==> src/tcs_regs.svh <==
// register map, field positions, reset values and counts of the capture sequencer
// assumes a 32-bit AHB-Lite slave decoding the low address byte only
`ifndef TCS_REGS_SVH
`define TCS_REGS_SVH

`define TCS_WORD_W        27
`define TCS_DEPTH         64
`define TCS_PTR_W         6
`define TCS_DELAY_W       14

// byte offsets
`define TCS_OFS_CONFIG    8'h00
`define TCS_OFS_COMMAND   8'h04
`define TCS_OFS_STATUS    8'h08
`define TCS_OFS_FIRST_PAT 8'h0C
`define TCS_OFS_FIRST_MSK 8'h10
`define TCS_OFS_SECND_PAT 8'h14
`define TCS_OFS_SECND_MSK 8'h18
`define TCS_OFS_POLARITY  8'h1C
`define TCS_OFS_CLK_DLY   8'h20
`define TCS_OFS_EVT_DLY   8'h24
`define TCS_OFS_RD_INDEX  8'h28
`define TCS_OFS_RD_DATA   8'h2C

// configuration bits
`define TCS_CFG_FALLING   0
`define TCS_CFG_QUAL_ONE  1
`define TCS_CFG_QUAL_TWO  2
`define TCS_CFG_EVENT     3
`define TCS_CFG_RESET     4'h6

// command bits (write-only pulses)
`define TCS_CMD_ARM       0
`define TCS_CMD_FORCE_ONE 1
`define TCS_CMD_FORCE_TWO 2
`define TCS_CMD_STOP      3

// status fields
`define TCS_STS_DONE      8
`define TCS_STS_TRIGGER   9

// probe bit positions
`define TCS_BIT_DIR       24
`define TCS_BIT_PQ_ONE    25
`define TCS_BIT_PQ_TWO    26

// sample counts
`define TCS_FLUSH_LAST    14'h003F
`define TCS_POST_LAST     14'h001F
`define TCS_CNT_ONE       14'h0001
`define TCS_CNT_ZERO      14'h0000

`endif

==> src/tcs_pkg.sv <==
// types shared by the capture sequencer files
// assumes tcs_regs.svh is on the include path
`default_nettype none
package tcs_pkg;
  typedef enum logic [6:0] {
    TCS_ST_IDLE  = 7'h01,
    TCS_ST_FLUSH = 7'h02,
    TCS_ST_SEEK1 = 7'h04,
    TCS_ST_SEEK2 = 7'h08,
    TCS_ST_DELAY = 7'h10,
    TCS_ST_POST  = 7'h20,
    TCS_ST_DONE  = 7'h40
  } tcs_state_t;
endpackage
`default_nettype wire

==> src/tcs_mem_if.sv <==
// write and read port bundle between sequencer and capture store
// assumes both ends run on the same system clock
`timescale 1ns/10ps
`default_nettype none
`include "tcs_regs.svh"
interface tcs_mem_if;
  logic                      we;
  logic [`TCS_PTR_W-1:0]     waddr;
  logic [`TCS_WORD_W-1:0]    wdata;
  logic [`TCS_PTR_W-1:0]     raddr;
  logic [`TCS_WORD_W-1:0]    rdata;
  modport writer (output we, output waddr, output wdata, output raddr, input rdata);
  modport store  (input we, input waddr, input wdata, input raddr, output rdata);
endinterface
`default_nettype wire

==> src/tcs_top.sv <==
// trigger and capture sequencer of a synchronous bus-state recorder
// assumes an AHB-Lite master on SYS_CLK and probe pins from a foreign clock
//
// Notes on behaviour
// - store holds 64 words of 27 bits
// - parameters persist until rewritten or reset
// - zero delay: 31 before, trigger, 32 after
// - clock delay shifts window by that many
// - event delay N: window around (N+1)th match
// - event count begins after first stage met
// - one word per qualified external clock cycle
// - configuration picks rising or falling sample edge
// - both sample qualifiers must equal programmed levels
// - search first stage, then second stage
// - patterns: 16 address, 8 data, direction, 2 qualifiers
// - bits 24-26: direction, two pattern qualifiers
// - each stage has its own care mask
// - care masks reset to zero, matching everything
// - empty first mask skips to second stage
// - every stored word keeps all 27 lines
// - polarity mask bits invert probe channels
// - arming flushes 64 samples before searching
// - trigger output high from trigger through post
// - after post: stop, freeze, report done
`timescale 1ns/10ps
`default_nettype none
`include "tcs_regs.svh"
module tcs_top import tcs_pkg::*; (
  input  wire logic                   SYS_CLK,
  input  wire logic                   RST,
  input  wire logic                   HSEL,
  input  wire logic [31:0]            HADDR,
  input  wire logic [1:0]             HTRANS,
  input  wire logic                   HWRITE,
  input  wire logic [2:0]             HSIZE,
  input  wire logic [31:0]            HWDATA,
  input  wire logic                   HREADY,
  output logic      [31:0]            HRDATA,
  output logic                        HREADYOUT,
  output logic                        HRESP,
  input  wire logic [`TCS_WORD_W-1:0] PROBE_IN,
  input  wire logic                   EXT_CLK,
  input  wire logic                   SAMPLE_QUALIFIER_ONE,
  input  wire logic                   SAMPLE_QUALIFIER_TWO,
  output logic                        TRIGGER_OUT
);
  localparam int SYNC_W = `TCS_WORD_W + 3;
  localparam int CLK_B  = `TCS_WORD_W;

  // bus front end
  logic                        pend_q;
  logic                        wr_q;
  logic [7:0]                  addr_q;
  logic                        hready_q;
  logic [31:0]                 hrdata_q;
  // software parameters
  logic [3:0]                  cfg_q;
  logic [`TCS_WORD_W-1:0]      first_stage_pattern_q;
  logic [`TCS_WORD_W-1:0]      first_stage_care_mask_q;
  logic [`TCS_WORD_W-1:0]      second_stage_pattern_q;
  logic [`TCS_WORD_W-1:0]      second_stage_care_mask_q;
  logic [`TCS_WORD_W-1:0]      input_polarity_mask_q;
  logic [`TCS_DELAY_W-1:0]     clock_delay_count_q;
  logic [`TCS_DELAY_W-1:0]     event_delay_count_q;
  logic [`TCS_PTR_W-1:0]       rd_index_q;
  // sampling path
  logic [SYNC_W-1:0]           s1_q;
  logic [SYNC_W-1:0]           s2_q;
  logic [SYNC_W-1:0]           s3_q;
  logic                        clk_lvl_q;
  logic                        clk_lvl_d;
  logic                        samp_q;
  logic [`TCS_WORD_W-1:0]      word_q;
  // sequencer
  tcs_state_t                  state_q;
  tcs_state_t                  state_d;
  logic [`TCS_DELAY_W-1:0]     cnt_q;
  logic [`TCS_DELAY_W-1:0]     cnt_d;
  logic [`TCS_DELAY_W-1:0]     evt_q;
  logic [`TCS_DELAY_W-1:0]     evt_d;
  logic [`TCS_PTR_W-1:0]       wr_ptr_q;
  logic                        trig_q;

  tcs_mem_if mem_bus ();

  tcs_capture_mem u_store (
    .clk  (SYS_CLK),
    .rst  (RST),
    .port (mem_bus.store)
  );

  // address phase acceptance; every transfer gets exactly one wait state
  wire ahb_take  = HSEL & HTRANS[1] & HREADY;
  wire wr_strobe = pend_q & wr_q;
  wire rd_strobe = pend_q & ~wr_q;

  always_ff @(posedge SYS_CLK or posedge RST) begin
    if (RST) begin
      pend_q   <= 1'b0;
      wr_q     <= 1'b0;
      addr_q   <= 8'h00;
      hready_q <= 1'b1;
    end else begin
      pend_q   <= ahb_take;
      hready_q <= ~ahb_take;
      if (ahb_take) begin
        wr_q   <= HWRITE;
        addr_q <= HADDR[7:0];
      end
    end
  end

  // register decode
  wire sel_cfg  = (addr_q == `TCS_OFS_CONFIG);
  wire sel_cmd  = (addr_q == `TCS_OFS_COMMAND);
  wire sel_sts  = (addr_q == `TCS_OFS_STATUS);
  wire sel_p1   = (addr_q == `TCS_OFS_FIRST_PAT);
  wire sel_m1   = (addr_q == `TCS_OFS_FIRST_MSK);
  wire sel_p2   = (addr_q == `TCS_OFS_SECND_PAT);
  wire sel_m2   = (addr_q == `TCS_OFS_SECND_MSK);
  wire sel_pol  = (addr_q == `TCS_OFS_POLARITY);
  wire sel_cdl  = (addr_q == `TCS_OFS_CLK_DLY);
  wire sel_edl  = (addr_q == `TCS_OFS_EVT_DLY);
  wire sel_idx  = (addr_q == `TCS_OFS_RD_INDEX);
  wire sel_dat  = (addr_q == `TCS_OFS_RD_DATA);

  // command pulses, live only in the write data phase
  wire cmd_en        = wr_strobe & sel_cmd;
  wire cmd_arm       = cmd_en & HWDATA[`TCS_CMD_ARM];
  wire cmd_force_one = cmd_en & HWDATA[`TCS_CMD_FORCE_ONE];
  wire cmd_force_two = cmd_en & HWDATA[`TCS_CMD_FORCE_TWO];
  wire cmd_stop      = cmd_en & HWDATA[`TCS_CMD_STOP];

  // parameters survive arming and recording; only a write changes them
  always_ff @(posedge SYS_CLK or posedge RST) begin
    if (RST) begin
      cfg_q                    <= `TCS_CFG_RESET;
      first_stage_pattern_q    <= 27'h0000000;
      first_stage_care_mask_q  <= 27'h0000000;
      second_stage_pattern_q   <= 27'h0000000;
      second_stage_care_mask_q <= 27'h0000000;
      input_polarity_mask_q    <= 27'h0000000;
      clock_delay_count_q      <= 14'h0000;
      event_delay_count_q      <= 14'h0000;
      rd_index_q               <= 6'h00;
    end else if (wr_strobe) begin
      if (sel_cfg) cfg_q <= HWDATA[3:0];
      if (sel_p1)  first_stage_pattern_q    <= HWDATA[`TCS_WORD_W-1:0];
      if (sel_m1)  first_stage_care_mask_q  <= HWDATA[`TCS_WORD_W-1:0];
      if (sel_p2)  second_stage_pattern_q   <= HWDATA[`TCS_WORD_W-1:0];
      if (sel_m2)  second_stage_care_mask_q <= HWDATA[`TCS_WORD_W-1:0];
      if (sel_pol) input_polarity_mask_q    <= HWDATA[`TCS_WORD_W-1:0];
      if (sel_cdl) clock_delay_count_q      <= HWDATA[`TCS_DELAY_W-1:0];
      if (sel_edl) event_delay_count_q      <= HWDATA[`TCS_DELAY_W-1:0];
      if (sel_idx) rd_index_q               <= HWDATA[`TCS_PTR_W-1:0];
    end
  end

  // read mux; unmapped offsets and the command register read zero
  wire [31:0] sts_word = {22'h000000, trig_q, (state_q == TCS_ST_DONE), 1'b0, state_q};
  wire [31:0] rd_mux =
    sel_cfg ? {28'h0000000, cfg_q} :
    sel_sts ? sts_word :
    sel_p1  ? {5'h00, first_stage_pattern_q} :
    sel_m1  ? {5'h00, first_stage_care_mask_q} :
    sel_p2  ? {5'h00, second_stage_pattern_q} :
    sel_m2  ? {5'h00, second_stage_care_mask_q} :
    sel_pol ? {5'h00, input_polarity_mask_q} :
    sel_cdl ? {18'h00000, clock_delay_count_q} :
    sel_edl ? {18'h00000, event_delay_count_q} :
    sel_idx ? {26'h0000000, rd_index_q} :
    sel_dat ? {5'h00, mem_bus.rdata} :
    32'h00000000;

  // read data held until the next read
  always_ff @(posedge SYS_CLK or posedge RST) begin
    if (RST) begin
      hrdata_q <= 32'h00000000;
    end else if (rd_strobe) begin
      hrdata_q <= rd_mux;
    end
  end

  // three-stage synchroniser for the external clock, qualifiers and probes
  wire [SYNC_W-1:0] pins = {SAMPLE_QUALIFIER_TWO, SAMPLE_QUALIFIER_ONE, EXT_CLK, PROBE_IN};

  always_ff @(posedge SYS_CLK or posedge RST) begin
    if (RST) begin
      s1_q <= 30'h00000000;
      s2_q <= 30'h00000000;
      s3_q <= 30'h00000000;
    end else begin
      s1_q <= pins;
      s2_q <= s1_q;
      s3_q <= s2_q;
    end
  end

  // clock level only moves when the last two stages agree, filtering glitches
  assign clk_lvl_d = (s2_q[CLK_B] == s3_q[CLK_B]) ? s3_q[CLK_B] : clk_lvl_q;
  wire edge_rise   = clk_lvl_d & ~clk_lvl_q;
  wire edge_fall   = ~clk_lvl_d & clk_lvl_q;
  wire edge_pick   = cfg_q[`TCS_CFG_FALLING] ? edge_fall : edge_rise;
  wire qual_ok     = (s3_q[CLK_B+1] == cfg_q[`TCS_CFG_QUAL_ONE]) &
                     (s3_q[CLK_B+2] == cfg_q[`TCS_CFG_QUAL_TWO]);
  wire samp_d      = edge_pick & qual_ok;

  // corrected word registered alongside its sample pulse
  always_ff @(posedge SYS_CLK or posedge RST) begin
    if (RST) begin
      clk_lvl_q <= 1'b0;
      samp_q    <= 1'b0;
      word_q    <= 27'h0000000;
    end else begin
      clk_lvl_q <= clk_lvl_d;
      samp_q    <= samp_d;
      if (samp_d) begin
        word_q  <= s3_q[`TCS_WORD_W-1:0] ^ input_polarity_mask_q;
      end
    end
  end

  // masked compares; bits 24..26 are direction and the two pattern qualifiers
  wire match_one = ((word_q ^ first_stage_pattern_q) & first_stage_care_mask_q)
                   == 27'h0000000;
  wire match_two = ((word_q ^ second_stage_pattern_q) & second_stage_care_mask_q)
                   == 27'h0000000;
  wire first_off = (first_stage_care_mask_q == 27'h0000000);
  wire evt_mode  = cfg_q[`TCS_CFG_EVENT];
  wire recording = (state_q == TCS_ST_FLUSH) | (state_q == TCS_ST_SEEK1) |
                   (state_q == TCS_ST_SEEK2) | (state_q == TCS_ST_DELAY) |
                   (state_q == TCS_ST_POST);

  // sequencer next state
  always_comb begin
    state_d = state_q;
    cnt_d   = cnt_q;
    evt_d   = evt_q;
    unique case (state_q)
      TCS_ST_IDLE, TCS_ST_DONE: begin
      end
      TCS_ST_FLUSH: begin
        if (samp_q) begin
          cnt_d = cnt_q + `TCS_CNT_ONE;
          if (cnt_q == `TCS_FLUSH_LAST) begin
            state_d = first_off ? TCS_ST_SEEK2 : TCS_ST_SEEK1;
          end
        end
      end
      TCS_ST_SEEK1: begin
        if (cmd_force_two) begin
          state_d = TCS_ST_POST;
          cnt_d   = `TCS_CNT_ZERO;
        end else if (cmd_force_one || (samp_q && match_one)) begin
          state_d = TCS_ST_SEEK2;
        end
      end
      TCS_ST_SEEK2: begin
        if (cmd_force_two) begin
          state_d = TCS_ST_POST;
          cnt_d   = `TCS_CNT_ZERO;
        end else if (samp_q && match_two) begin
          if (evt_mode) begin
            if (evt_q == event_delay_count_q) begin
              state_d = TCS_ST_POST;
              cnt_d   = `TCS_CNT_ZERO;
            end else begin
              evt_d   = evt_q + `TCS_CNT_ONE;
            end
          end else if (clock_delay_count_q == `TCS_CNT_ZERO) begin
            state_d = TCS_ST_POST;
            cnt_d   = `TCS_CNT_ZERO;
          end else begin
            state_d = TCS_ST_DELAY;
            cnt_d   = clock_delay_count_q;
          end
        end
      end
      TCS_ST_DELAY: begin
        if (cmd_force_two) begin
          state_d = TCS_ST_POST;
          cnt_d   = `TCS_CNT_ZERO;
        end else if (samp_q) begin
          if (cnt_q == `TCS_CNT_ONE) begin
            state_d = TCS_ST_POST;
            cnt_d   = `TCS_CNT_ZERO;
          end else begin
            cnt_d   = cnt_q - `TCS_CNT_ONE;
          end
        end
      end
      TCS_ST_POST: begin
        if (samp_q) begin
          cnt_d = cnt_q + `TCS_CNT_ONE;
          if (cnt_q == `TCS_POST_LAST) begin
            state_d = TCS_ST_DONE;
          end
        end
      end
    endcase
    if (cmd_stop && (state_q != TCS_ST_IDLE)) begin
      state_d = TCS_ST_DONE;
    end
    if (cmd_arm) begin
      state_d = TCS_ST_FLUSH;
      cnt_d   = `TCS_CNT_ZERO;
      evt_d   = `TCS_CNT_ZERO;
    end
  end

  // sequencer registers; pointer freezes once the recording ends
  always_ff @(posedge SYS_CLK or posedge RST) begin
    if (RST) begin
      state_q  <= TCS_ST_IDLE;
      cnt_q    <= 14'h0000;
      evt_q    <= 14'h0000;
      wr_ptr_q <= 6'h00;
      trig_q   <= 1'b0;
    end else begin
      state_q  <= state_d;
      cnt_q    <= cnt_d;
      evt_q    <= evt_d;
      trig_q   <= (state_d == TCS_ST_POST);
      if (samp_q && recording) begin
        wr_ptr_q <= wr_ptr_q + 6'h01;
      end
    end
  end

  // store port: one write per qualified sample while recording
  assign mem_bus.we    = samp_q & recording;
  assign mem_bus.waddr = wr_ptr_q;
  assign mem_bus.wdata = word_q;
  // oldest word sits at the write pointer, so index 31 is the trigger word
  assign mem_bus.raddr = wr_ptr_q + rd_index_q;

  assign HREADYOUT   = hready_q;
  assign HRDATA      = hrdata_q;
  assign HRESP       = 1'b0;
  assign TRIGGER_OUT = trig_q;
endmodule
`default_nettype wire

==> src/tcs_capture_mem.sv <==
// capture store: 64 words of 27 bits, registered read
// assumes one write and one read per cycle on the system clock
`timescale 1ns/10ps
`default_nettype none
`include "tcs_regs.svh"
module tcs_capture_mem (
  input wire logic    clk,
  input wire logic    rst,
  tcs_mem_if.store    port
);
  logic [`TCS_WORD_W-1:0] mem [`TCS_DEPTH];

  // array itself has no reset, the flush phase refills it
  always_ff @(posedge clk) begin
    if (port.we) begin
      mem[port.waddr] <= port.wdata;
    end
  end

  // read data always out of a register
  always_ff @(posedge clk or posedge rst) begin
    if (rst) begin
      port.rdata <= 27'h0000000;
    end else begin
      port.rdata <= mem[port.raddr];
    end
  end
endmodule
`default_nettype wire

==> config.mk <==
export PLATFORM = sky130hd
export DESIGN_NAME = tcs_top
export DESIGN_NICKNAME = d
export VERILOG_FILES = /design/src/tcs_pkg.sv /design/src/tcs_mem_if.sv /design/src/tcs_top.sv /design/src/tcs_capture_mem.sv
export VERILOG_INCLUDE_DIRS = /design/src /design/src/src
export SDC_FILE = /design/constraint.sdc
export NUM_CORES = 2
export LEC_CHECK = 0
export BUFFER_PORTS_ARGS = -buffer_cell sky130_fd_sc_hd__buf_2
export CORE_MARGIN = 1
export CORE_UTILIZATION = 25
export DETAILED_ROUTE_END_ITERATION = 8
export GPL_TIMING_DRIVEN = 0
export SLEW_MARGIN = 40
export SYNTH_ARGS = -nofsm -noshare
export SYNTH_HDL_FRONTEND = slang
export SYNTH_SLANG_ARGS = --single-unit
==> constraint.sdc <==
create_clock -name SYS_CLK -period 16.55 [get_ports SYS_CLK]
set_clock_uncertainty 0.15 [all_clocks]
set_input_delay 2.4825 -clock SYS_CLK [delete_from_list [all_inputs] [get_ports SYS_CLK]]
set_output_delay 2.4825 -clock SYS_CLK [all_outputs]
set_load 0.005 [all_outputs]
==> impl_metrics.py <==
metrics = {
    "status": {
        "status": "completed",
    },
    "yosys": {
        "netlist_instances": 4044,
        "ys_seq_elements": 2127,
        "avgSynthCellArea_um2": 20.6,
        "syn_area_mm2": 0.0832,
        "synth_edf_count": 1728,
        "synthArstFlopShare_pct": 18.8,
        "yosys_warnings": 0,
        "synthMuxAreaShare_pct": 17.4,
        "ys_types": 82,
        "yosys.area_share.simple_pct": 2.59,
        "synth-compound-area-share_pct": 2.91,
        "synth_ff_type": "edfxtp_1",
        "synthAdderAreaFrac_pct": 0.187,
        "seq_area_frac_synth_pct": 74.4,
        "synthXorXnorAreaFrac_pct": 1.27,
        "synth_top_family_by_area": "multiplexers",
    },
    "clock_tree": {
        "cts_buffer_depth": 3,
        "clock-root-buffer": "clkbuf_16",
        "ctsResizeCount": 0,
        "numCtsBuffers": 211,
        "clkSlewWorstSetupHoldPaths_ns": 0.06,
        "postCtsHoldBufs": 0,
        "postCtsSetupBuffers": 0,
        "tritoncts": "yes",
        "clock_latency_ns": 0.86,
        "clock-sinks": 2127,
        "htreeDepth": 4,
    },
    "placed_design": {
        "placed_area_mm2": 0.0925,
        "portBuffers": 98,
        "dp_slack_ns": 10.85,
        "gp_congestion": 0.914,
        "post-place-cells": 8644,
        "hpwlAfterDp_um": 158000,
    },
    "setup_path": {
        "cp_max_fo": 10,
        "critical_path_buf_inv_count": 4,
        "startpoint_type": "register",
        "critPathArrivalTime_ns": 6.30,
        "crit_top_cell": "clkbuf_1",
        "critical_path.max_stage_delay_ns": 0.74,
        "cp_top_family": "buffers and inverters",
        "cp_cell_sequence": "ha_1, fa_1, clkbuf_1, clkbuf_1, clkbuf_2, clkbuf_1, mux4_2, mux4_2, mux2i_1, a21oi_1",
        "worstSetupEndpointType": "register",
        "slowest_stage": "mux2i_1",
        "worst-setup-path-type": "reg -> reg",
        "cp_data_required_time_ns": 17.10,
    },
    "timing": {
        "fin_ws_ns": 10.80,
        "fmax_mhz": 174,
        "period_minus_slack_ns": 5.75,
        "slew_viol_final": 0,
        "tightest_slew_ns": 0.917,
        "finalCritPeriodShare_pct": 34.7,
        "setup_viol_count_final": 0,
        "grt_setup_unrepaired": "no",
        "tns_ns": 0,
        "whs_ns": 0.193,
        "slew_headroom_pct": 37.1,
        "hold_viol": 0,
    },
    "power_and_ir_drop": {
        "vdd_ir_drop_max_uv": 108,
        "p_leak_nw": 32.3,
        "power_density_mw_per_mm2": 159,
        "finalPower_mw": 15.7,
    },
    "die": {
        "rows": 211,
        "initial_utilization_pct": 25.2,
        "die_w_um": 579,
        "die_area_mm2": 0.335,
        "dieHeight_um": 579,
        "io-pin-count": 139,
        "core_mm2": 0.331,
    },
    "cells_and_area": {
        "nets": 4608,
        "utilization_pct": 30.0,
        "syn_to_final_growth_pct": 19.3,
        "final_area_mm2": 0.0992,
        "drive_gt1_share_pct": 31.7,
        "fillers": 31854,
        "final_cell_mix": "edfxtp_1, mux4_2, dfrtp_1",
        "layout.cells.most_common": "edfxtp_1",
        "final_cells": 9046,
    },
    "global_routing": {
        "grt_pass1_vias": 43412,
        "grt_max_degree": 76,
        "grt_overflow": 0,
        "grt_use_total_pct": 13.2,
        "antenna_found_initial": 21,
        "grt_pass1_wl_um": 319000,
    },
    "route": {
        "first_iter_violations": 5219,
        "finalWirelength_um": 224000,
        "vias": 42786,
        "routedWlPerCell_um": 24.8,
        "drc": 0,
        "firstDrtPassIters": 8,
        "via_per_inst": 4.73,
        "ant_nets": 0,
    },
    "run": {
        "maxCapViolCount": 0,
    },
    "min_path": {
        "min_path_type": "reg -> reg",
    },
}
state kept, by name, summed over array words and instances (netlist names), 4 cells and up:
name / count
s1_q: 30
s3_q: 30
u_store.port.rdata: 27
state_q: 7
addr_q: 8
s2_q: 30
cfg_q: 4
input_polarity_mask_q: 27
first_stage_pattern_q: 27
event_delay_count_q: 14
rd_index_q: 6
HRDATA: 27
cnt_q: 14
second_stage_care_mask_q: 27
evt_q: 14
clock_delay_count_q: 14
u_store.mem: 1728
first_stage_care_mask_q: 27
mem_bus.waddr: 6
second_stage_pattern_q: 27
mem_bus.wdata: 27
cell usage after synthesis (15+ instances only):
library cell / number / area [um^2]
a211oi_1: 29 / 218
a21oi_1: 77 / 385
a221oi_1: 29 / 254
a22oi_1: 48 / 360
buf_1: 21 / 78.8
buf_2: 47 / 235
clkbuf_1: 138 / 518
dfrtp_1: 395 / 9880
edfxtp_1: 1728 / 51900
inv_1: 15 / 56.3
mux2_2: 183 / 2060
mux2i_1: 28 / 280
mux4_2: 540 / 12200
nand2_1: 118 / 443
nand3_1: 28 / 140
nand4_1: 16 / 100
nor2_1: 127 / 477
nor2b_1: 28 / 175
nor3_1: 21 / 105
nor4_1: 20 / 125
o21ai_0: 93 / 465
o22ai_1: 18 / 113
or3_1: 15 / 93.8
xnor2_1: 56 / 490
xor2_1: 65 / 569
cell families after synthesis:
kind of cell    Yosys count
fa+ha+maj                12
other cells               1
compound gates          367
mux                     751
simple gates            434
flops                  2127
xor+xnor                121
buf+inv                 231
per-layer routing:
| metal | vias to the layer above | track usage [%] | part of all wire [%] |
|---|---|---|---|
| met3 | 380 | 2.40 | 7.7 |
| met1 | 23015 | 17.7 | 41 |
| met5 | - | 0 | 0.0080 |
| met2 | 1847 | 21.3 | 47 |
| met4 | 4 | 4.69 | 3.5 |
| li1 | 17540 | - | - |
layout make-up:
type,count,area [um^2],area share (%)
flip-flops and latches,2127,62000,62.5
repair buffers,231,3140,3.16
clock inverters,106,917,0.924
well taps,4366,5460,5.51
clock buffers,290,5790,5.83
plain buffers,216,975,0.982
diodes,4,10.0,0.0101
multi-input cells,1691,20900,21.1
inverters,15,63.8,0.0643
where the power goes:
| part | switching [mW] | internal, mW | leakage [nW] | total, mW |
|---|---|---|---|---|
| Combinational | 2.51 | 1.82 | 8.50 | 4.32 |
| Sequential | 0.370 | 6.43 | 20.5 | 6.80 |
| Clock | 2.05 | 2.57 | 3.27 | 4.62 |
| Total | 4.93 | 10.8 | 32.3 | 15.7 |
path summary, 6_finish.rpt:
| kind | startpoint | to | slack [ns] | cells after the start |
|---|---|---|---|---|
| worst min register to register | s2_q[10] | s3_q[10] | 0.19 | 0 |
| max in group asynchronous | RST | HREADYOUT | 13.08 | 6 |
| worst max register to register | rd_index_q[0] | u_store.port.rdata[13] | 10.80 | 10 |
| min in group asynchronous | RST | s1_q[1] | 1.41 | 2 |
| worst min-delay path | s2_q[10] | s3_q[10] | 0.19 | 0 |
| worst max-delay path | rd_index_q[0] | u_store.port.rdata[13] | 10.80 | 10 |
(Power assumes the default switching activity.)
